**src/pkg/lp4c_pkg.sv**
```systemverilog
// Constants, carrier structs and state codes of the LPDDR4 controller.
// Assumes a 100 MHz core clock shared by register bus and AXI ports.
package lp4c_pkg;
  localparam int CLK_MHZ = 100;
  localparam int T_INIT_US = 200;
  localparam int INIT_CYC = T_INIT_US * CLK_MHZ;
  localparam int T_CKE_US = 2;
  localparam int CKE_CYC = T_CKE_US * CLK_MHZ;
  localparam int T_REFI_NS = 3900;
  localparam int REFI_CYC = T_REFI_NS * CLK_MHZ / 1000;
  localparam int T_RFC_NS = 180;
  localparam int RFC_CYC = (T_RFC_NS * CLK_MHZ + 999) / 1000;
  localparam int RL_CYC = 8;
  localparam int CA_CYC = 4;

  localparam logic [7:0] REG_CTRL = 8'h00;
  localparam logic [7:0] REG_STAT = 8'h04;
  localparam logic [7:0] REG_QTH = 8'h08;
  localparam int CTRL_SREF = 0;
  localparam int CTRL_PD = 1;
  localparam int CTRL_REFOFF = 2;
  localparam logic [2:0] CTRL_RST = 3'h0;
  localparam logic [7:0] QTH_RST = 8'h06;
  localparam int ST_DONE = 0;
  localparam int ST_IRQ = 1;
  localparam int ST_RBUSY = 2;
  localparam int ST_IDLE = 3;
  localparam int ST_REF = 4;
  localparam int ST_NFULL = 5;
  localparam int ST_CKE = 6;
  localparam int ST_QCNT = 8;
  localparam logic [1:0] RESP_OKAY = 2'h0;
  localparam logic [1:0] RESP_SLVERR = 2'h2;

  localparam logic [1:0] OP_WR = 2'h1;
  localparam logic [1:0] OP_RD = 2'h2;
  localparam logic [1:0] OP_REF = 2'h3;

  typedef enum logic [3:0] {
    S_RST = 4'h0, S_INIT = 4'h1, S_CKEW = 4'h2, S_IDLE = 4'h3,
    S_CA = 4'h4, S_WDAT = 4'h5, S_RWAIT = 4'h6, S_RDAT = 4'h7,
    S_REF = 4'h8, S_LOWP = 4'h9
  } lp4c_state_e;

  typedef struct packed {
    logic [5:0] id;
    logic [31:0] addr;
  } lp4c_addr_s;
  typedef struct packed {
    logic [31:0] data;
    logic [3:0] strb;
  } lp4c_wdat_s;
  typedef struct packed {
    logic [5:0] id;
    logic [1:0] resp;
  } lp4c_bresp_s;
  typedef struct packed {
    logic [5:0] id;
    logic [31:0] data;
    logic [1:0] resp;
    logic last;
  } lp4c_rdat_s;
  typedef struct packed {
    logic [1:0] op;
    logic port;
    logic [5:0] id;
    logic [21:0] addr;
    logic [31:0] data;
    logic [3:0] strb;
  } lp4c_req_s;
endpackage

```
**src/verilog/lp4c_top.sv**
```systemverilog
// LPDDR4 controller: two AXI4 ports, command queue, memory pin sequencer,
// status outputs on the sampled status clock, init handshake, AXI4-Lite.
// Assumes fabric inputs and AXI ports run on aclk; ctrl_clk and mem_dq_in
// arrive from outside and are synchronised here.
// Behaviour
// - Works LPDDR4/LPDDR4x memories with 16 or 32 data lines.
// - Two independent full-duplex AXI4 ports carry all memory traffic.
// - The PHY pins are reached only through this controller.
// - Data bus top index 15 or 31; driven on writes, memory on reads.
// - One strobe pair and one active-high mask bit per byte lane.
// - Drives active-low reset, two clock enables, four chip selects.
// - Drives six-bit command/address bus and differential memory clock.
// - Refresh-active status high while a refresh command executes.
// - Two-bit status shows delayed copy of internal clock enable.
// - Read-busy while reading; datapath-idle when idle; status clocked.
// - Per-port busy bit while that port is reading.
// - Queue near-full once occupancy reaches the configured threshold.
// - Interrupt and reset-done outputs have no status clock timing.
// - Init reset clears controller, PHY and memory; config registers keep their values.
// - Init done asserts when the configuration sequence finishes.
`timescale 1ns/1ps
module lp4c_top import lp4c_pkg::*; #(
  parameter int DQ_W = 32,
  parameter int QDEPTH = 8,
  parameter int INIT_CYCLES = INIT_CYC
) (
  input wire logic aclk,
  input wire logic aresetn,
  input wire logic [7:0] s_axil_awaddr,
  input wire logic s_axil_awvalid,
  output logic s_axil_awready,
  input wire logic [31:0] s_axil_wdata,
  input wire logic [3:0] s_axil_wstrb,
  input wire logic s_axil_wvalid,
  output logic s_axil_wready,
  output logic [1:0] s_axil_bresp,
  output logic s_axil_bvalid,
  input wire logic s_axil_bready,
  input wire logic [7:0] s_axil_araddr,
  input wire logic s_axil_arvalid,
  output logic s_axil_arready,
  output logic [31:0] s_axil_rdata,
  output logic [1:0] s_axil_rresp,
  output logic s_axil_rvalid,
  input wire logic s_axil_rready,
  input wire logic [1:0] axi_port_reset_n,
  input wire logic [1:0] p_awvalid,
  input wire lp4c_addr_s [1:0] p_aw,
  output logic [1:0] p_awready,
  input wire logic [1:0] p_wvalid,
  input wire lp4c_wdat_s [1:0] p_w,
  output logic [1:0] p_wready,
  output logic [1:0] p_bvalid,
  output lp4c_bresp_s [1:0] p_b,
  input wire logic [1:0] p_bready,
  input wire logic [1:0] p_arvalid,
  input wire lp4c_addr_s [1:0] p_ar,
  output logic [1:0] p_arready,
  output logic [1:0] p_rvalid,
  output lp4c_rdat_s [1:0] p_r,
  input wire logic [1:0] p_rready,
  output logic mem_clock_out,
  output logic mem_clock_out_n,
  output logic mem_reset_n,
  output logic [1:0] mem_cke,
  output logic [3:0] mem_cs_n,
  output logic [5:0] mem_ca,
  input wire logic [DQ_W-1:0] mem_dq_in,
  output logic [DQ_W-1:0] mem_dq_out,
  output logic [DQ_W-1:0] mem_dq_oe,
  input wire logic [DQ_W/8-1:0] mem_dqs_in,
  output logic [DQ_W/8-1:0] mem_dqs_out,
  output logic [DQ_W/8-1:0] mem_dqs_n_out,
  output logic [DQ_W/8-1:0] mem_dqs_oe,
  input wire logic [DQ_W/8-1:0] mem_data_mask_in,
  output logic [DQ_W/8-1:0] mem_data_mask,
  output logic [DQ_W/8-1:0] mem_data_mask_oe,
  input wire logic ctrl_clk,
  output logic ctrl_interrupt,
  output logic mem_reset_valid,
  output logic refresh_active,
  output logic [1:0] cke_status,
  output logic ctrl_read_busy,
  output logic datapath_idle,
  output logic [1:0] port_read_busy,
  output logic cmd_queue_near_full,
  input wire logic cfg_reset,
  input wire logic cfg_start,
  input wire logic cfg_sel,
  output logic cfg_done
);
  localparam int LANES = DQ_W / 8;
  localparam int BEATS = 32 / DQ_W;
  localparam int QAW = $clog2(QDEPTH);

  // Config reset clears controller, PHY sequencer and memory reset pin
  wire rst = ~aresetn | cfg_reset;

  lp4c_state_e st_reg;
  logic [14:0] cnt_reg;
  lp4c_req_s cur_reg;
  logic [23:0] ca_sh_reg;
  logic [31:0] d_sh_reg, rd_sh_reg;
  logic [3:0] m_sh_reg;
  logic eng_done_reg, done_reg, rstv_reg, irq_reg, ref_due_reg;
  logic [9:0] refi_reg;
  logic [DQ_W-1:0] dq_s1_reg, dq_s2_reg;
  logic ck_s1_reg, ck_s2_reg, ck_s3_reg;
  logic [2:0] ctrl_reg;
  logic [QAW:0] qth_reg, q_cnt_reg;
  logic [QAW-1:0] q_wp_reg, q_rp_reg;
  lp4c_req_s q_mem [QDEPTH];
  logic rr_reg;

  // Command queue
  wire q_empty = q_cnt_reg == '0;
  wire q_full = q_cnt_reg == (QAW+1)'(QDEPTH);
  wire run = done_reg;
  wire go_ref = ref_due_reg & ~ctrl_reg[CTRL_REFOFF];
  wire go_low = ctrl_reg[CTRL_SREF] | ctrl_reg[CTRL_PD];
  wire pop = (st_reg == S_IDLE) & ~go_ref & ~go_low & ~q_empty;

  // Per-port holders and arbitration
  logic aw_full_reg [2], w_full_reg [2], ar_full_reg [2];
  logic wr_pend_reg [2], rd_pend_reg [2];
  lp4c_addr_s aw_reg [2], ar_reg [2];
  lp4c_wdat_s w_reg [2];
  logic [1:0] wr_req, rd_req;
  wire pa = (wr_req[rr_reg] | rd_req[rr_reg]) ? rr_reg : ~rr_reg;
  wire pick_wr = wr_req[pa];
  wire push = (wr_req[pa] | rd_req[pa]) & ~q_full;
  lp4c_req_s push_req;
  always_comb begin
    push_req.op = pick_wr ? OP_WR : OP_RD;
    push_req.port = pa;
    push_req.id = pick_wr ? aw_reg[pa].id : ar_reg[pa].id;
    push_req.addr = pick_wr ? aw_reg[pa].addr[23:2] : ar_reg[pa].addr[23:2];
    push_req.data = w_reg[pa].data;
    push_req.strb = pick_wr ? w_reg[pa].strb : 4'h0;
  end

  genvar g;
  generate
    for (g = 0; g < 2; g++) begin : g_port
      logic awr_reg, wr_reg, arr_reg, bv_reg, rv_reg;
      lp4c_bresp_s b_reg;
      lp4c_rdat_s r_reg;
      wire prst = rst | ~axi_port_reset_n[g];
      wire aw_hs = p_awvalid[g] & awr_reg;
      wire w_hs = p_wvalid[g] & wr_reg;
      wire ar_hs = p_arvalid[g] & arr_reg;
      wire my_done = eng_done_reg & (cur_reg.port == 1'(g));
      wire wr_push = push & (pa == 1'(g)) & pick_wr;
      wire rd_push = push & (pa == 1'(g)) & ~pick_wr;
      assign wr_req[g] = aw_full_reg[g] & w_full_reg[g] & ~wr_pend_reg[g];
      assign rd_req[g] = ar_full_reg[g] & ~rd_pend_reg[g];
      assign p_awready[g] = awr_reg;
      assign p_wready[g] = wr_reg;
      assign p_arready[g] = arr_reg;
      assign p_bvalid[g] = bv_reg;
      assign p_b[g] = b_reg;
      assign p_rvalid[g] = rv_reg;
      assign p_r[g] = r_reg;
      always_ff @(posedge aclk) begin
        if (prst) begin
          {awr_reg, wr_reg, arr_reg, bv_reg, rv_reg} <= 5'h00;
          aw_full_reg[g] <= 1'b0;
          w_full_reg[g] <= 1'b0;
          ar_full_reg[g] <= 1'b0;
          wr_pend_reg[g] <= 1'b0;
          rd_pend_reg[g] <= 1'b0;
          b_reg <= '0;
          r_reg <= '0;
          aw_reg[g] <= '0;
          ar_reg[g] <= '0;
          w_reg[g] <= '0;
        end else begin
          // Ports accept traffic only after init done
          awr_reg <= run & ~aw_hs & ~aw_full_reg[g] & ~wr_pend_reg[g];
          wr_reg <= run & ~w_hs & ~w_full_reg[g] & ~wr_pend_reg[g];
          arr_reg <= run & ~ar_hs & ~ar_full_reg[g] & ~rd_pend_reg[g];
          if (aw_hs) begin
            aw_full_reg[g] <= 1'b1;
            aw_reg[g] <= p_aw[g];
          end
          if (w_hs) begin
            w_full_reg[g] <= 1'b1;
            w_reg[g] <= p_w[g];
          end
          if (ar_hs) begin
            ar_full_reg[g] <= 1'b1;
            ar_reg[g] <= p_ar[g];
          end
          if (wr_push) begin
            aw_full_reg[g] <= 1'b0;
            w_full_reg[g] <= 1'b0;
            wr_pend_reg[g] <= 1'b1;
          end
          if (rd_push) begin
            ar_full_reg[g] <= 1'b0;
            rd_pend_reg[g] <= 1'b1;
          end
          if (my_done & (cur_reg.op == OP_WR)) begin
            bv_reg <= 1'b1;
            b_reg <= '{id: cur_reg.id, resp: RESP_OKAY};
          end else if (bv_reg & p_bready[g]) begin
            bv_reg <= 1'b0;
            wr_pend_reg[g] <= 1'b0;
          end
          if (my_done & (cur_reg.op == OP_RD)) begin
            rv_reg <= 1'b1;
            r_reg <= '{id: cur_reg.id, data: rd_sh_reg,
                       resp: RESP_OKAY, last: 1'b1};
          end else if (rv_reg & p_rready[g]) begin
            rv_reg <= 1'b0;
            rd_pend_reg[g] <= 1'b0;
          end
        end
      end
    end
  endgenerate

  // Read and write requests from both ports share one queue; refresh commands bypass it
  always_ff @(posedge aclk) begin
    if (push) begin
      q_mem[q_wp_reg] <= push_req;
    end
  end
  always_ff @(posedge aclk) begin
    if (rst) begin
      q_wp_reg <= '0;
      q_rp_reg <= '0;
      q_cnt_reg <= '0;
      rr_reg <= 1'b0;
    end else begin
      if (push) begin
        q_wp_reg <= q_wp_reg + 1'b1;
        rr_reg <= ~pa;
      end
      if (pop) begin
        q_rp_reg <= q_rp_reg + 1'b1;
      end
      q_cnt_reg <= q_cnt_reg + (QAW+1)'(push) - (QAW+1)'(pop);
    end
  end

  // Refresh interval timer
  always_ff @(posedge aclk) begin
    if (rst | ~run) begin
      refi_reg <= 10'(REFI_CYC - 1);
      ref_due_reg <= 1'b0;
    end else begin
      refi_reg <= (refi_reg == '0) ? 10'(REFI_CYC - 1) : refi_reg - 1'b1;
      if (refi_reg == '0) begin
        ref_due_reg <= 1'b1;
      end else if (st_reg == S_IDLE & go_ref) begin
        ref_due_reg <= 1'b0;
      end
    end
  end

  // Memory sequencer
  always_ff @(posedge aclk) begin
    if (rst) begin
      st_reg <= S_RST;
      cnt_reg <= '0;
      cur_reg <= '0;
      ca_sh_reg <= '0;
      d_sh_reg <= '0;
      m_sh_reg <= '0;
      rd_sh_reg <= '0;
      eng_done_reg <= 1'b0;
      done_reg <= 1'b0;
      rstv_reg <= 1'b0;
    end else begin
      eng_done_reg <= 1'b0;
      case (st_reg)
        S_RST: begin
          if (cfg_start & ~cfg_sel) begin
            st_reg <= S_INIT;
            cnt_reg <= 15'(INIT_CYCLES - 1);
          end
        end
        S_INIT: begin
          cnt_reg <= cnt_reg - 1'b1;
          if (cnt_reg == '0) begin
            st_reg <= S_CKEW;
            cnt_reg <= 15'(CKE_CYC - 1);
            rstv_reg <= 1'b1;
          end
        end
        S_CKEW: begin
          cnt_reg <= cnt_reg - 1'b1;
          if (cnt_reg == '0) begin
            st_reg <= S_IDLE;
            done_reg <= 1'b1;
          end
        end
        S_IDLE: begin
          cnt_reg <= 15'(CA_CYC - 1);
          if (go_ref) begin
            st_reg <= S_CA;
            cur_reg <= '{op: OP_REF, default: '0};
            ca_sh_reg <= 24'(OP_REF);
          end else if (go_low) begin
            st_reg <= S_LOWP;
          end else if (~q_empty) begin
            st_reg <= S_CA;
            cur_reg <= q_mem[q_rp_reg];
            ca_sh_reg <= {q_mem[q_rp_reg].addr, q_mem[q_rp_reg].op};
            d_sh_reg <= q_mem[q_rp_reg].data;
            m_sh_reg <= q_mem[q_rp_reg].strb;
          end
        end
        S_CA: begin
          ca_sh_reg <= ca_sh_reg >> 6;
          cnt_reg <= cnt_reg - 1'b1;
          if (cnt_reg == '0) begin
            case (cur_reg.op)
              OP_WR: begin
                st_reg <= S_WDAT;
                cnt_reg <= 15'(BEATS - 1);
              end
              OP_RD: begin
                st_reg <= S_RWAIT;
                cnt_reg <= 15'(RL_CYC - 1);
              end
              default: begin
                st_reg <= S_REF;
                cnt_reg <= 15'(RFC_CYC - 1);
              end
            endcase
          end
        end
        S_WDAT: begin
          d_sh_reg <= 32'({8'h00, d_sh_reg} >> DQ_W);
          m_sh_reg <= 4'({4'h0, m_sh_reg} >> LANES);
          cnt_reg <= cnt_reg - 1'b1;
          if (cnt_reg == '0) begin
            st_reg <= S_IDLE;
            eng_done_reg <= 1'b1;
          end
        end
        S_RWAIT: begin
          cnt_reg <= cnt_reg - 1'b1;
          if (cnt_reg == '0) begin
            st_reg <= S_RDAT;
            cnt_reg <= 15'(BEATS - 1);
          end
        end
        S_RDAT: begin
          rd_sh_reg <= 32'({dq_s2_reg, rd_sh_reg} >> DQ_W);
          cnt_reg <= cnt_reg - 1'b1;
          if (cnt_reg == '0) begin
            st_reg <= S_IDLE;
            eng_done_reg <= 1'b1;
          end
        end
        S_REF: begin
          cnt_reg <= cnt_reg - 1'b1;
          if (cnt_reg == '0) begin
            st_reg <= S_IDLE;
          end
        end
        S_LOWP: begin
          if (~go_low) begin
            st_reg <= S_IDLE;
          end
        end
        default: st_reg <= S_RST;
      endcase
    end
  end

  // Pin drive, one cycle behind the sequencer
  wire cke_on = ~(st_reg inside {S_RST, S_INIT, S_CKEW, S_LOWP});
  wire wdat = st_reg == S_WDAT;
  wire [LANES-1:0] dqs_nx = wdat ? ~mem_dqs_out : '0;
  wire ref_now = (st_reg == S_REF) |
                 ((st_reg == S_CA) & (cur_reg.op == OP_REF));
  wire rbusy = (st_reg inside {S_RWAIT, S_RDAT}) |
               ((st_reg == S_CA) & (cur_reg.op == OP_RD));
  always_ff @(posedge aclk) begin
    if (rst) begin
      mem_clock_out <= 1'b0;
      mem_clock_out_n <= 1'b1;
      mem_reset_n <= 1'b0;
      mem_cke <= 2'h0;
      mem_cs_n <= 4'hF;
      mem_ca <= 6'h00;
      mem_dq_out <= '0;
      mem_dq_oe <= '0;
      mem_dqs_out <= '0;
      mem_dqs_n_out <= '1;
      mem_dqs_oe <= '0;
      mem_data_mask <= '0;
      mem_data_mask_oe <= '0;
    end else begin
      mem_clock_out <= ~mem_clock_out;
      mem_clock_out_n <= mem_clock_out;
      mem_reset_n <= ~(st_reg inside {S_RST, S_INIT});
      mem_cke <= cke_on ? 2'h3 : 2'h0;
      mem_cs_n <= (st_reg == S_CA) ? 4'hE : 4'hF;
      mem_ca <= (st_reg == S_CA) ? ca_sh_reg[5:0] : 6'h00;
      mem_dq_out <= d_sh_reg[DQ_W-1:0];
      mem_dq_oe <= {DQ_W{wdat}};
      mem_dqs_out <= dqs_nx;
      mem_dqs_n_out <= ~dqs_nx;
      mem_dqs_oe <= {LANES{wdat}};
      mem_data_mask <= ~m_sh_reg[LANES-1:0];
      mem_data_mask_oe <= {LANES{wdat}};
    end
  end

  // Synchronisers for outside inputs
  always_ff @(posedge aclk) begin
    dq_s1_reg <= mem_dq_in;
    dq_s2_reg <= dq_s1_reg;
    ck_s1_reg <= ctrl_clk;
    ck_s2_reg <= ck_s1_reg;
    ck_s3_reg <= ck_s2_reg;
  end
  wire ck_rise = ck_s2_reg & ~ck_s3_reg;

  // Status outputs move only on status clock rising edges
  always_ff @(posedge aclk) begin
    if (rst) begin
      refresh_active <= 1'b0;
      cke_status <= 2'h0;
      ctrl_read_busy <= 1'b0;
      datapath_idle <= 1'b0;
      port_read_busy <= 2'h0;
      cmd_queue_near_full <= 1'b0;
    end else if (ck_rise) begin
      refresh_active <= ref_now;
      cke_status <= mem_cke;
      ctrl_read_busy <= rbusy;
      datapath_idle <= (st_reg == S_IDLE) & q_empty;
      port_read_busy <= {rd_pend_reg[1], rd_pend_reg[0]};
      cmd_queue_near_full <= q_cnt_reg >= qth_reg;
    end
  end

  // Register bus
  logic la_full_reg, lw_full_reg;
  logic [7:0] la_addr_reg;
  logic [31:0] lw_data_reg;
  logic [3:0] lw_strb_reg;
  logic [31:0] stat_word;
  wire l_aw_hs = s_axil_awvalid & s_axil_awready;
  wire l_w_hs = s_axil_wvalid & s_axil_wready;
  wire l_ar_hs = s_axil_arvalid & s_axil_arready;
  wire do_wr = la_full_reg & lw_full_reg & ~s_axil_bvalid;
  wire wr_ctrl = do_wr & (la_addr_reg == REG_CTRL) & lw_strb_reg[0];
  wire wr_stat = do_wr & (la_addr_reg == REG_STAT) & lw_strb_reg[0];
  wire wr_qth = do_wr & (la_addr_reg == REG_QTH) & lw_strb_reg[0];
  wire wr_hit = la_addr_reg inside {REG_CTRL, REG_STAT, REG_QTH};
  wire rd_hit = s_axil_araddr inside {REG_CTRL, REG_STAT, REG_QTH};
  wire irq_set = (|(wr_req | rd_req)) & q_full;
  always_comb begin
    stat_word = '0;
    stat_word[ST_DONE] = done_reg;
    stat_word[ST_IRQ] = irq_reg;
    stat_word[ST_RBUSY] = rbusy;
    stat_word[ST_IDLE] = (st_reg == S_IDLE) & q_empty;
    stat_word[ST_REF] = ref_now;
    stat_word[ST_NFULL] = q_cnt_reg >= qth_reg;
    stat_word[ST_CKE +: 2] = mem_cke;
    stat_word[ST_QCNT +: QAW+1] = q_cnt_reg;
  end
  wire [31:0] rd_mux = (s_axil_araddr == REG_CTRL) ? 32'(ctrl_reg) :
                       (s_axil_araddr == REG_STAT) ? stat_word :
                       (s_axil_araddr == REG_QTH) ? 32'(qth_reg) : 32'h0;

  always_ff @(posedge aclk) begin
    if (~aresetn) begin
      {s_axil_awready, s_axil_wready, s_axil_arready} <= 3'h0;
      {s_axil_bvalid, s_axil_rvalid} <= 2'h0;
      s_axil_bresp <= RESP_OKAY;
      s_axil_rresp <= RESP_OKAY;
      s_axil_rdata <= '0;
      la_full_reg <= 1'b0;
      lw_full_reg <= 1'b0;
      la_addr_reg <= '0;
      lw_data_reg <= '0;
      lw_strb_reg <= '0;
      ctrl_reg <= CTRL_RST;
      qth_reg <= (QAW+1)'(QTH_RST);
    end else begin
      s_axil_awready <= ~l_aw_hs & ~la_full_reg;
      s_axil_wready <= ~l_w_hs & ~lw_full_reg;
      s_axil_arready <= ~l_ar_hs & ~s_axil_rvalid;
      if (l_aw_hs) begin
        la_full_reg <= 1'b1;
        la_addr_reg <= s_axil_awaddr;
      end
      if (l_w_hs) begin
        lw_full_reg <= 1'b1;
        lw_data_reg <= s_axil_wdata;
        lw_strb_reg <= s_axil_wstrb;
      end
      if (do_wr) begin
        la_full_reg <= 1'b0;
        lw_full_reg <= 1'b0;
        s_axil_bvalid <= 1'b1;
        s_axil_bresp <= wr_hit ? RESP_OKAY : RESP_SLVERR;
      end else if (s_axil_bready) begin
        s_axil_bvalid <= 1'b0;
      end
      if (wr_ctrl) begin
        ctrl_reg <= lw_data_reg[2:0];
      end
      if (wr_qth) begin
        qth_reg <= lw_data_reg[QAW:0];
      end
      if (l_ar_hs) begin
        s_axil_rvalid <= 1'b1;
        s_axil_rdata <= rd_mux;
        s_axil_rresp <= rd_hit ? RESP_OKAY : RESP_SLVERR;
      end else if (s_axil_rready) begin
        s_axil_rvalid <= 1'b0;
      end
    end
  end

  // Clockless flags: interrupt and reset-done; set wins over clear
  always_ff @(posedge aclk) begin
    if (rst) begin
      irq_reg <= 1'b0;
    end else if (irq_set) begin
      irq_reg <= 1'b1;
    end else if (wr_stat & lw_data_reg[ST_IRQ]) begin
      irq_reg <= 1'b0;
    end
  end
  always_ff @(posedge aclk) begin
    ctrl_interrupt <= ~rst & (irq_reg | irq_set);
    mem_reset_valid <= ~rst & rstv_reg;
    cfg_done <= ~rst & done_reg;
  end
endmodule
```
**config.mk**
```make
export PLATFORM = sky130hd
export DESIGN_NAME = lp4c_top
export DESIGN_NICKNAME = d
export VERILOG_FILES = /design/src/pkg/lp4c_pkg.sv /design/src/verilog/lp4c_top.sv
export SDC_FILE = /design/constraint.sdc
export NUM_CORES = 1
export LEC_CHECK = 0
export BUFFER_PORTS_ARGS = -buffer_cell sky130_fd_sc_hd__buf_4
export CORE_ASPECT_RATIO = 0.75
export CORE_MARGIN = 2
export CORE_UTILIZATION = 40
export DETAILED_ROUTE_END_ITERATION = 16
export GPL_TIMING_DRIVEN = 0
export PLACE_DENSITY = 0.65
export SLEW_MARGIN = 10
export SYNTH_ARGS = -nofsm -noshare
export SYNTH_HDL_FRONTEND = slang
export SYNTH_SLANG_ARGS = --single-unit
```
**constraint.sdc**
```tcl
create_clock -name aclk -period 6.8 [get_ports aclk]
set_input_delay 0.34 -clock aclk [delete_from_list [all_inputs] [get_ports aclk]]
set_output_delay 0.34 -clock aclk [all_outputs]
set_load 0.01 [all_outputs]
```
Word level (Yosys, flattened, before mapping) --
Memories as Yosys holds them, arrays and structs flattened. A register that Yosys moved wholly into a read port is not among the register bits. Index checks and enable logic that the tools add are counted.
Storage, ports and cells: bits in registers 448, memory bits (writable) 770, input port bits 339, output and inout bits 259, word-level logic and storage cells 472, memories kept 9
Memory list:
- q_mem | words 8, width 67, rd ports 1, clocked after memory_dff 1, wr ports 1, line lp4c_top.sv:112 | lp4c_req_s q_mem [QDEPTH];
- ar_reg | words 2, width 38, rd ports 1, clocked after memory_dff 0, wr ports 2, line lp4c_top.sv:126 | lp4c_addr_s aw_reg [2], ar_reg [2];
- aw_reg | words 2, width 38, rd ports 1, clocked after memory_dff 0, wr ports 2, line lp4c_top.sv:126
- w_reg | words 2, width 36, rd ports 1, clocked after memory_dff 0, wr ports 2, line lp4c_top.sv:127 | lp4c_wdat_s w_reg [2];
- ar_full_reg | words 2, width 1, rd ports 2, clocked after memory_dff 0, wr ports 2, line lp4c_top.sv:124 | logic aw_full_reg [2], w_full_reg [2], ar_full_reg [2];
- aw_full_reg | words 2, width 1, rd ports 2, clocked after memory_dff 0, wr ports 2, line lp4c_top.sv:124
- +3 memories
Cells by class: add/sub/neg operators 6, $lt $le $gt $ge 3, equality and inequality tests 31, muxes and demuxes 150, bitwise operators 159, reductions and logical operators 36
Operators by type and width (count):
- $mux W67 | 3
- $mux W38 | 4
- $mux W1 | 99
- $mux W32 | 3
- $pmux W15 S6 | 1
- $and A1 B1 Y1 | 76
- $mux W24 | 3
- $mux W36 | 2
- $pmux W32 S2 | 1
- $mux W15 | 4
- $mux W4 | 15
- $pmux W24 S2 | 1
- $not A1 Y1 | 43
- $or A1 B1 Y1 | 36
- $pmux W4 S7 | 1
- $mux W12 | 2
- $reduce_bool A2 Y1 | 12
- $mux W22 | 1
- $ne A2 B2 Y1 const B | 9
- $eq A4 B3 Y1 const B | 4
- $eq A8 B3 Y1 const B | 2
- $eq A8 B4 Y1 const B | 2
- $logic_not A8 Y1 | 2
- $pmux W4 S2 | 2
- 33 further kinds | 57

Logic depth before layout (Yosys ltp) --
Gate-level depths: netlist (run 1). An unclocked memory read counts as a cell.
depth after elaboration 18, mapped depth 13, gate-level depth less buffers 12

Worst setup path after synthesis (run 1) --
OpenSTA, ideal clock, no wires.
kind register -> register, start memory wr_pend_reg[1], end memory q_mem[0][0] in the netlist's numbering (enable), library setup time 0.575 ns, arrival time 5.815 ns, setup slack 0.411 ns, stages on the path, launching flop included 7, period minus slack after synthesis 6.389 ns, path through edfxtp_1 and3b_1 or2_2 o21a_1 clkbuf_1 nand2b_1 nor3_1
RTL lines:
- start, declared | line lp4c_top.sv:125 | logic wr_pend_reg [2], rd_pend_reg [2];
- end, declared | line lp4c_top.sv:112

==> results.tsv, run 1 <==
stage	metric	value	unit
floorplanning	fp.dieH	289	um
setup_path	cp_slowest_cell	nor3_2	
place	dp_hpwl	79900	um
setup_path	path_max_fanout	9	
setup_path	crit_top_cell	buf_4	
setup_path	cp_cell_sequence	nor2b_1 -> nand2b_1 -> o21a_1 -> clkbuf_1 -> nand2_1 -> nor3_2 -> buf_4 -> buf_4 -> buf_6 -> buf_8 -> buf_4	
timing	worst_pin_slew	1.18	ns
setup_path	critPathBufInv	6	
logic_synthesis	ys_async_sr_fraction	0	%
clock_tree	cts_buffer_depth	3	
setup_path	cp-end-kind	register	
timing	max_slew_margin	21.5	%
clock_tree	tritoncts	yes	
detailed_routing	dr_total_vias	27500	
detailed_routing	drtPass1Iterations	5	
clock_tree	cts_made_buffers	111	
grt	grt_max_degree	41	
power_and_ir_drop	vdd_drop_max	0.232	mV
setup_path	critPathMaxStageDelay	0.58	ns
clock_tree	clkLatencyLatePin	0.72	ns
logic_synthesis	synth.most_common_cell	edfxtp_1	
grt	grt_pass1_vias	27200	
floorplanning	fp.dieW	384	um
final_layout	area_growth	29.1	%
final_layout	layout-drive-gt1-share	25.4	%
floorplanning	boundaryPins	598	
power_and_ir_drop	leakagePower	20.9	nW
clock_tree	clockRootBuffer	clkbuf_16	
setup_path	path_depth	11	
timing	hold_slack	0.0703	ns
floorplanning	initial_utilization	40.4	%
final_layout	nets	4311	
logic_synthesis	synth_top_area_share	50.6	%
setup_path	criticalPathCategory	register to register	
place	portBuffers	484	
floorplanning	die-area	0.111	mm2
worst_hold_path	hold_class	input pin to register	
logic_synthesis	avgSynthCellArea	14.3	um2
power_and_ir_drop	finalPower	14.4	mW
logic_synthesis	synth_area_leader_cell	edfxtp_1	
logic_synthesis	ys_ff_latch	1152	
grt	grt_pass1_wl	171000	um
timing	fin_setup_tns	0	ns
place	gp_congestion	0.850	
clock_tree	ctsResizeCount	0	
place	dp_cells	5022	
clock_tree	cts_setup_buffers	0	
clock_tree	cts.sinks	1152	
setup_path	crit_required	7.21	ns
timing	slew_viol_final	0	
power_and_ir_drop	powerDensity	258	mW/mm2
timing	rsz0062_at_grt	false	
final_layout	largest_register_ffs	536	
detailed_routing	totalWireLength	117000	um
timing	fmax	276	MHz
final_layout	nFillCells	8905	
logic_synthesis	synth_edf_count	730	
detailed_routing	wire_per_inst	21.4	um
timing	final_hold_viol_count	0	
logic_synthesis	seq_area_frac_synth	70.1	%
worst_hold_path	hold_path_depth	3	
clock_tree	cts.clk_slew.worst_paths	0.06	ns
detailed_routing	via_per_inst	5.01	
job	cap_violations	0	
timing	period_minus_slack	3.62	ns
floorplanning	std_cell_rows	104	
logic_synthesis	syn_inst	3030	
final_layout	final_cells	5484	
logic_synthesis	ys_top_cells_by_count	edfxtp_1, nand2_1, dfxtp_1, and2_1, a21oi_1	
setup_path	arrival	4.04	ns
setup_path	worst_setup_path_start_kind	register	
grt	track_usage	20.7	%
detailed_routing	drc	0	
setup_path	ff2ff_path_depth	11	
detailed_routing	drtAntennaViolNets	0	
detailed_routing	drtIter0Drc	2335	
setup_path	critical-path-top-delay-family	buffers and inverters	
logic_synthesis	synth_warnings	0	
logic_synthesis	ys.flop_type	edfxtp_1	
grt	grt_overflow_total	0	
clock_tree	htreeDepth	3	
floorplanning	core	0.107	mm2
logic_synthesis	syn-cell-area	0.0434	mm2
logic_synthesis	synth.area.top_cells	edfxtp_1, dfxtp_1, mux4_2	
run_status	status	completed	
grt	antenna_found_initial	5	
timing	setup_violations	0	
timing	fin_skew	0.0395	ns
logic_synthesis	synth.distinct_cells	70	
timing	period_share	53.3	%
clock_tree	hold_buffers	248	
## tightest hold or removal path, delay by kind of cell
kind / cells / cell delay, ns
buffers and inverters: 1 / 0.08
and+or+nand+nor: 2 / 0.25
## layout by cell type, fill, tap and decap left out, types with 7 or more instances in the layout
cell type,instances
a211oi_1,7
a21boi_0,16
a21oi_1,166
a221o_1,8
a22oi_1,29
a31oi_1,9
and2_1,205
and3_1,10
buf_1,11
buf_12,13
buf_16,14
buf_2,18
buf_4,582
bufinv_16,7
clkbuf_1,163
clkbuf_16,112
clkbuf_8,13
clkinv_2,14
clkinvlp_4,7
conb_1,33
dfxtp_1,421
dlygate4sd3_1,248
edfxtp_1,730
ha_1,19
inv_1,66
mux2_2,22
mux2i_1,70
mux4_2,162
nand2_1,468
nand2b_1,25
nand3_1,31
nor2_1,88
nor2b_1,32
nor3_1,23
o21ai_0,33
o22ai_1,33
or2_2,7
xnor2_1,10
## metrics by stage
step	instance area (um2)	setup slack (ns)	utilization, %
detailed placement	49800	3.02	46.4
finish	56000	3.18	52.2
CTS	56000	3.00	52.1
floorplan	43500	0.411	-
global placement	48900	-4.87	45.5
global route	56000	2.92	52.1
## power breakdown
group          switching, mW  leakage (nW)  total (mW)  internal (mW)
Sequential            0.0391          10.6        7.56           7.52
Clock                   2.73          1.79        6.22           3.49
Combinational          0.330          8.45       0.658          0.328
Total                   3.10          20.9        14.4           11.3
## cell families (layout without fill, tap and decap cells)
logic type | Yosys count | after routing | synth area share (%)
other | 2 | 36 | 0.0173
AOI/OAI and AO/OA | 336 | 336 | 4.64
muxes | 254 | 254 | 10.6
xor gates and xnor gates | 15 | 15 | 0.303
adders and majority gates | 20 | 20 | 0.595
and+or+nand+nor | 939 | 939 | 10.3
buffers and inverters | 312 | 1301 | 3.52
DFF | 1152 | 1152 | 70.1
## final timing paths
check	from	endpoint	slack [ns]
max	rd_pend_reg[0]	q_mem[4][22]	3.18
min	p_awvalid[1]	aw_full_reg[1]	0.07
max reg2reg	rd_pend_reg[0]	q_mem[4][22]	3.18
min reg2reg	dq_s1_reg[26]	dq_s2_reg[26]	0.33
## per-layer routing
| metal | track usage (%) | part of all wire (%) |
|---|---|---|
| met2 | 33.5 | 48 |
| met3 | 3.43 | 6.4 |
| met5 | 0 | 0 |
| met4 | 5.83 | 2.5 |
| met1 | 28.8 | 43 |
## area by class of cell
class,count,area (um2),share of cell area [%]
flip-flops and latches,1152,30400,54.2
multi-input cells,1597,11700,20.8
repair buffers,778,6950,12.4
clock buffers,162,3120,5.58
well taps,1431,1790,3.20
plain buffers,247,1280,2.29
clock inverters,49,566,1.01
inverters,65,244,0.436
diodes,3,7.51,0.0134
Note: power is estimated with default switching activity, not from simulation.
==> run 2: changes to the inputs <==
Clock period 6.8 ns to 3 ns, I/O delays scaled along.
==> results.tsv, run 2 (synthesis results as in run 1) <==
stage	metric	value	unit
final_layout	mostFrequentLayoutCells	edfxtp_1, buf_4, nand2_1	
detailed_routing	drtIter0Drc	2028	
floorplanning	core	0.107	mm2
setup_path	crit_top_cell	ha_1	
detailed_routing	met1Wirelength	50800	um
detailed_routing	drtAntennaViolNets	0	
power_and_ir_drop	leakagePower	21.1	nW
clock_tree	clockRootBuffer	clkbuf_16	
detailed_routing	via_per_inst	5.00	
timing	worst_pin_slew	1.08	ns
setup_path	cp-end-kind	register	
detailed_routing	wl_met2	53900	um
final_layout	seqCellArea	0.0304	mm2
detailed_routing	drtPass1Iterations	6	
final_layout	largest_register_ffs	536	
power_and_ir_drop	powerDensity	586	mW/mm2
detailed_routing	dr.max_layer_used	met5	
detailed_routing	totalWireLength	117000	um
timing	setup_violations	0	
timing	hold_slack	0.0729	ns
floorplanning	initial_utilization	40.4	%
detailed_routing	wire_per_inst	21.3	um
clock_tree	htreeDepth	3	
timing	rsz0062_at_grt	false	
final_layout	final_core_util	52.6	%
setup_path	arrival	3.52	ns
final_layout	layout-drive-gt1-share	26.1	%
setup_path	cp_cell_sequence	inv_1 -> ha_1 -> or3b_2 -> nand3_2 -> nor2_4 -> clkbuf_4 -> ha_1 -> inv_1 -> ha_1 -> fa_1 -> xnor2_1 -> nor2_1	
worst_hold_path	hold_class	input pin to register	
clock_tree	clkLatencyLatePin	0.72	ns
clock_tree	cts_made_buffers	110	
floorplanning	fp.dieW	384	um
power_and_ir_drop	vdd_drop_max	0.523	mV
place	gp_congestion	0.867	
grt	grt_overflow_total	0	
clock_tree	cts.clk_slew.worst_paths	0.06	ns
detailed_routing	drc	0	
final_layout	nFillCells	8843	
final_layout	nets	4328	
timing	max_slew_margin	28.3	%
final_layout	area_growth	30.3	%
grt	grt_pass1_vias	27200	
timing	period_share	97.8	%
timing	fmax	341	MHz
final_layout	multi_input_area	0.0117	mm2
floorplanning	fp.dieH	289	um
place	dp_hpwl	79800	um
setup_path	path_max_fanout	10	
setup_path	crit_required	3.58	ns
floorplanning	boundaryPins	598	
detailed_routing	dr_wl_met3	8890	um
clock_tree	cts_buffer_depth	3	
grt	grt_max_degree	41	
timing	worst_slack	0.0650	ns
floorplanning	die-area	0.111	mm2
power_and_ir_drop	p_clk_share	43.6	%
timing	period_minus_slack	2.94	ns
power_and_ir_drop	power.net_switching	6.96	mW
run_status	status	completed	
setup_path	critPathMaxStageDelay	0.56	ns
grt	track_usage	20.7	%
timing	fin_skew	0.0301	ns
setup_path	critPathBufInv	3	
grt	antenna_found_initial	5	
floorplanning	std_cell_rows	104	
detailed_routing	dr_total_vias	27500	
setup_path	cp_slowest_cell	or3b_2	
setup_path	criticalPathCategory	register to register	
clock_tree	cts.sinks	1152	
place	pre_cts_slack	-0.774	ns
power_and_ir_drop	swShare	21.0	%
timing	final_hold_viol_count	0	
timing	slew_viol_final	0	
final_layout	mostFrequentLayoutCell	edfxtp_1	
setup_path	critical-path-top-delay-family	adder cells	
setup_path	worst_setup_path_start_kind	register	
clock_tree	tritoncts	yes	
power_and_ir_drop	seqPwrFrac	51.8	%
power_and_ir_drop	power_frac_comb	4.6	%
power_and_ir_drop	p_int	26.1	mW
grt	grt_pass1_wl	171000	um
job	cap_violations	0	
place	portBuffers	484	
-- run 2: cell count changes in the layout (fill, tap and decap cells not counted), moves of 4 or more --
cell,before,now
clkbuf_8,13,9
a21oi_1,166,162
clkinv_1,4,15
dlygate4sd3_1,248,271
clkbuf_1,163,127
buf_4,582,577
clkbuf_16,112,116
clkbuf_2,4,14
buf_6,6,1
bufinv_16,7,12
clkinvlp_2,0,7
-- run 2: worst paths after layout --
kind            startpoint            end  slack (ns)  depth (start not counted)
max           q_cnt_reg[2]   q_cnt_reg[2]        0.06                         12
max reg2reg   q_cnt_reg[2]   q_cnt_reg[2]        0.06                         12
min reg2reg  dq_s1_reg[21]  dq_s2_reg[21]        0.32                          0
min           mem_dq_in[5]   dq_s1_reg[5]        0.07                          2
-- run 2: layout make-up --
cell class | instances | area share [%]
Sequential cell | 1152 | 53.8
Inverter | 65 | 0.432
Antenna cell | 3 | 0.0133
Clock buffer | 139 | 5.43
Clock inverter | 70 | 1.30
Multi-Input combinational cell | 1597 | 20.8
Tap cell | 1431 | 3.17
Buffer | 246 | 2.34
Timing Repair Buffer | 797 | 12.8
-- run 2: per-layer routing --
metal | vias up | GRT usage, %
met3 | 195 | 4.99
met5 | - | 0
met1 | 13600 | 28.8
li1 | 12700 | -
met2 | 945 | 32.1
met4 | 2 | 6.41
-- run 2: per-stage QoR --
| stage | area [um2] | power [mW] | instances | setup TNS, ns |
|---|---|---|---|---|
| final | 56500 | 33.1 | 5500 | 0 |
| after global routing | 56500 | 34.2 | 5499 | 0 |
| after CTS | 56400 | 33.4 | 5495 | 0 |
| after detailed placement | 49900 | 18.7 | 5014 | -108.70 |
| after global placement | 49000 | 18.7 | 4976 | -1408.79 |
| after floorplan | 43500 | 18.1 | 3061 | -132.49 |
-- run 2: power groups by stage --
stage                     clock [mW]  combinational [mW]  sequential [mW]
after global placement             0                1.17             17.5
final                           14.4                1.52             17.1
after global routing            15.4                1.65             17.2
after floorplan                    0               0.597             17.5
after detailed placement           0                1.23             17.5
after CTS                       14.7                1.51             17.1
-- run 2: worst register-to-register path: stages (launching register included) --
cell and delay, ns:
dfxtp_1 0.31, inv_1 0.13, ha_1 0.16, or3b_2 0.56, nand3_2 0.16, nor2_4 0.10, clkbuf_4 0.23, ha_1 0.31
inv_1 0.04, ha_1 0.20, fa_1 0.41, xnor2_1 0.16, nor2_1 0.05
-- run 2: what timing repair did --
item | in CTS | in global routing
buffers inserted | 1 | 3
pin swaps | 1 | 2
hold buffers | 271 | 0
endpoints found under the hold margin | 274 | 0
resized for setup | 14 | 25
setup endpoints to repair | 268 | 288
==> run 3: changes to the inputs <==
Settings changed: REMOVE_ABC_BUFFERS set to 1.
==> results.tsv, run 3 (synthesis results as in run 1) <==
stage	metric	value	unit
place	dp_hpwl	69100	um
detailed_routing	drtPass1Iterations	5	
clock_tree	cts_buffer_depth	3	
floorplanning	core	0.107	mm2
detailed_routing	drtAntennaViolNets	0	
final_layout	mostFrequentLayoutCell	edfxtp_1	
grt	grt_pass1_wl	163000	um
detailed_routing	drc	0	
floorplanning	fp.dieW	384	um
final_layout	largest_register_ffs	536	
detailed_routing	wire_per_inst	20.9	um
worst_hold_path	hold_class	input pin to register	
timing	fin_setup_tns	0	ns
clock_tree	clockRootBuffer	clkbuf_16	
detailed_routing	totalWireLength	111000	um
timing	setup_violations	0	
setup_path	critPathMaxStageDelay	0.83	ns
timing	final_hold_viol_count	0	
setup_path	criticalPathCategory	register to register	
timing	slew_viol_final	0	
timing	fin_skew	0.0323	ns
timing	worst_pin_slew	1.15	ns
grt	grt_max_degree	53	
grt	antenna_found_initial	7	
place	gp_congestion	0.790	
timing	fmax	342	MHz
timing	period_share	97.4	%
final_layout	nets	4148	
detailed_routing	dr_total_vias	26600	
run_status	status	completed	
floorplanning	std_cell_rows	104	
final_layout	nFillCells	8716	
final_layout	layout-drive-gt1-share	25.9	%
setup_path	cp_slowest_cell	nor2_1	
power_and_ir_drop	powerDensity	590	mW/mm2
final_layout	final_cells	5318	
grt	grt_overflow_total	0	
grt	track_usage	19.6	%
setup_path	cp_cell_sequence	nand2b_1 -> or3_1 -> nor2_1 -> inv_1	
detailed_routing	drtIter0Drc	1652	
clock_tree	cts_made_buffers	110	
final_layout	mostFrequentLayoutCells	edfxtp_1, buf_4, nand2_1	
place	portBuffers	485	
timing	period_minus_slack	2.92	ns
place	dp_cells	4809	
floorplanning	initial_utilization	40.4	%
floorplanning	fp.dieH	289	um
final_layout	area_growth	29.4	%
setup_path	arrival	3.43	ns
floorplanning	boundaryPins	598	
timing	hold_slack	0.0698	ns
clock_tree	clkLatencyLatePin	0.71	ns
final_layout	diodes	0	
job	cap_violations	0	
clock_tree	htreeDepth	3	
floorplanning	die-area	0.111	mm2
timing	worst_slack	0.0774	ns
clock_tree	cts.sinks	1152	
grt	grt_pass1_vias	26700	
clock_tree	cts.clk_slew.worst_paths	0.07	ns
setup_path	crit_required	3.51	ns
power_and_ir_drop	vdd_drop_max	0.501	mV
setup_path	worst_setup_path_start_kind	register	
detailed_routing	via_per_inst	5.00	
power_and_ir_drop	finalPower	33.1	mW
place	pre_cts_slack	-0.327	ns
setup_path	cp-end-kind	register	
setup_path	path_max_fanout	22	
timing	rsz0062_at_grt	false	
clock_tree	tritoncts	yes	
power_and_ir_drop	leakagePower	20.8	nW
timing	max_slew_margin	23.0	%
-- run 3: cell count changes in the layout (fill, tap and decap cells not counted), sizes merged --
cell / change
clkdlybuf4s15: -1
dlygate4sd3: +13
bufinv: -2
diode: -3
buf: -63
clkinvlp: -11
clkbuf: -105
inv: -3
clkinv: -8
o21a: +1
-- run 3: timing repair --
action,in CTS,in global routing
endpoints found under the hold margin,292,0
pin swaps,3,2
gates cloned,1,0
setup buffers,8,6
endpoints found under the setup margin,339,205
resized for setup,8,5
hold buffers,284,0
-- run 3: per-stage QoR --
step / cell area [um2] / util (%)
after floorplan: 42200 / -
after global placement: 47600 / 44.4
after detailed placement: 49300 / 45.9
after CTS: 56000 / 52.2
after global routing: 56100 / 52.3
final: 56100 / 52.3
-- run 3: critical path, delay by kind of cell, from the launching register on --
| kind | cells | cell delay [ns] |
|---|---|---|
| and+or+nand+nor | 3 | 1.63 |
| DFF | 1 | 0.80 |
| buffers and inverters | 1 | 0.28 |
-- run 3: path summary, 6_finish.rpt --
check | start | end | slack [ns] | depth (start not counted)
min reg2reg | dq_s1_reg[24] | dq_s2_reg[24] | 0.33 | 0
min | s_axil_awvalid | la_full_reg | 0.07 | 4
max reg2reg | st_reg[2] | mem_cs_n[0] | 0.08 | 4
max | st_reg[2] | mem_cs_n[0] | 0.08 | 4
-- run 3: area by class of cell --
| cell class | instances | area [um2] | share of cell area [%] |
|---|---|---|---|
| sequential | 1152 | 30400 | 54.1 |
| multi-input combinational | 1598 | 11800 | 21.1 |
| timing repair buffer | 862 | 8030 | 14.3 |
| clock buffer | 164 | 3250 | 5.80 |
| tap | 1431 | 1790 | 3.19 |
| clock inverter | 46 | 564 | 1.01 |
| inverter | 65 | 246 | 0.439 |
-- run 3: power by group --
part / leakage (nW) / internal (mW) / total (mW) / switching, mW
logic: 8.28 / 0.760 / 1.47 / 0.709
clock network: 1.87 / 8.41 / 14.5 / 6.06
registers: 10.6 / 17.1 / 17.1 / 0.0898
-- run 3: routing by layer --
layer  routed length, um  global-route usage (%)
met5                  12                       0
met4                3000                    6.19
met3                6960                    4.19
met2               54000                    32.4
met1               47100                    25.8
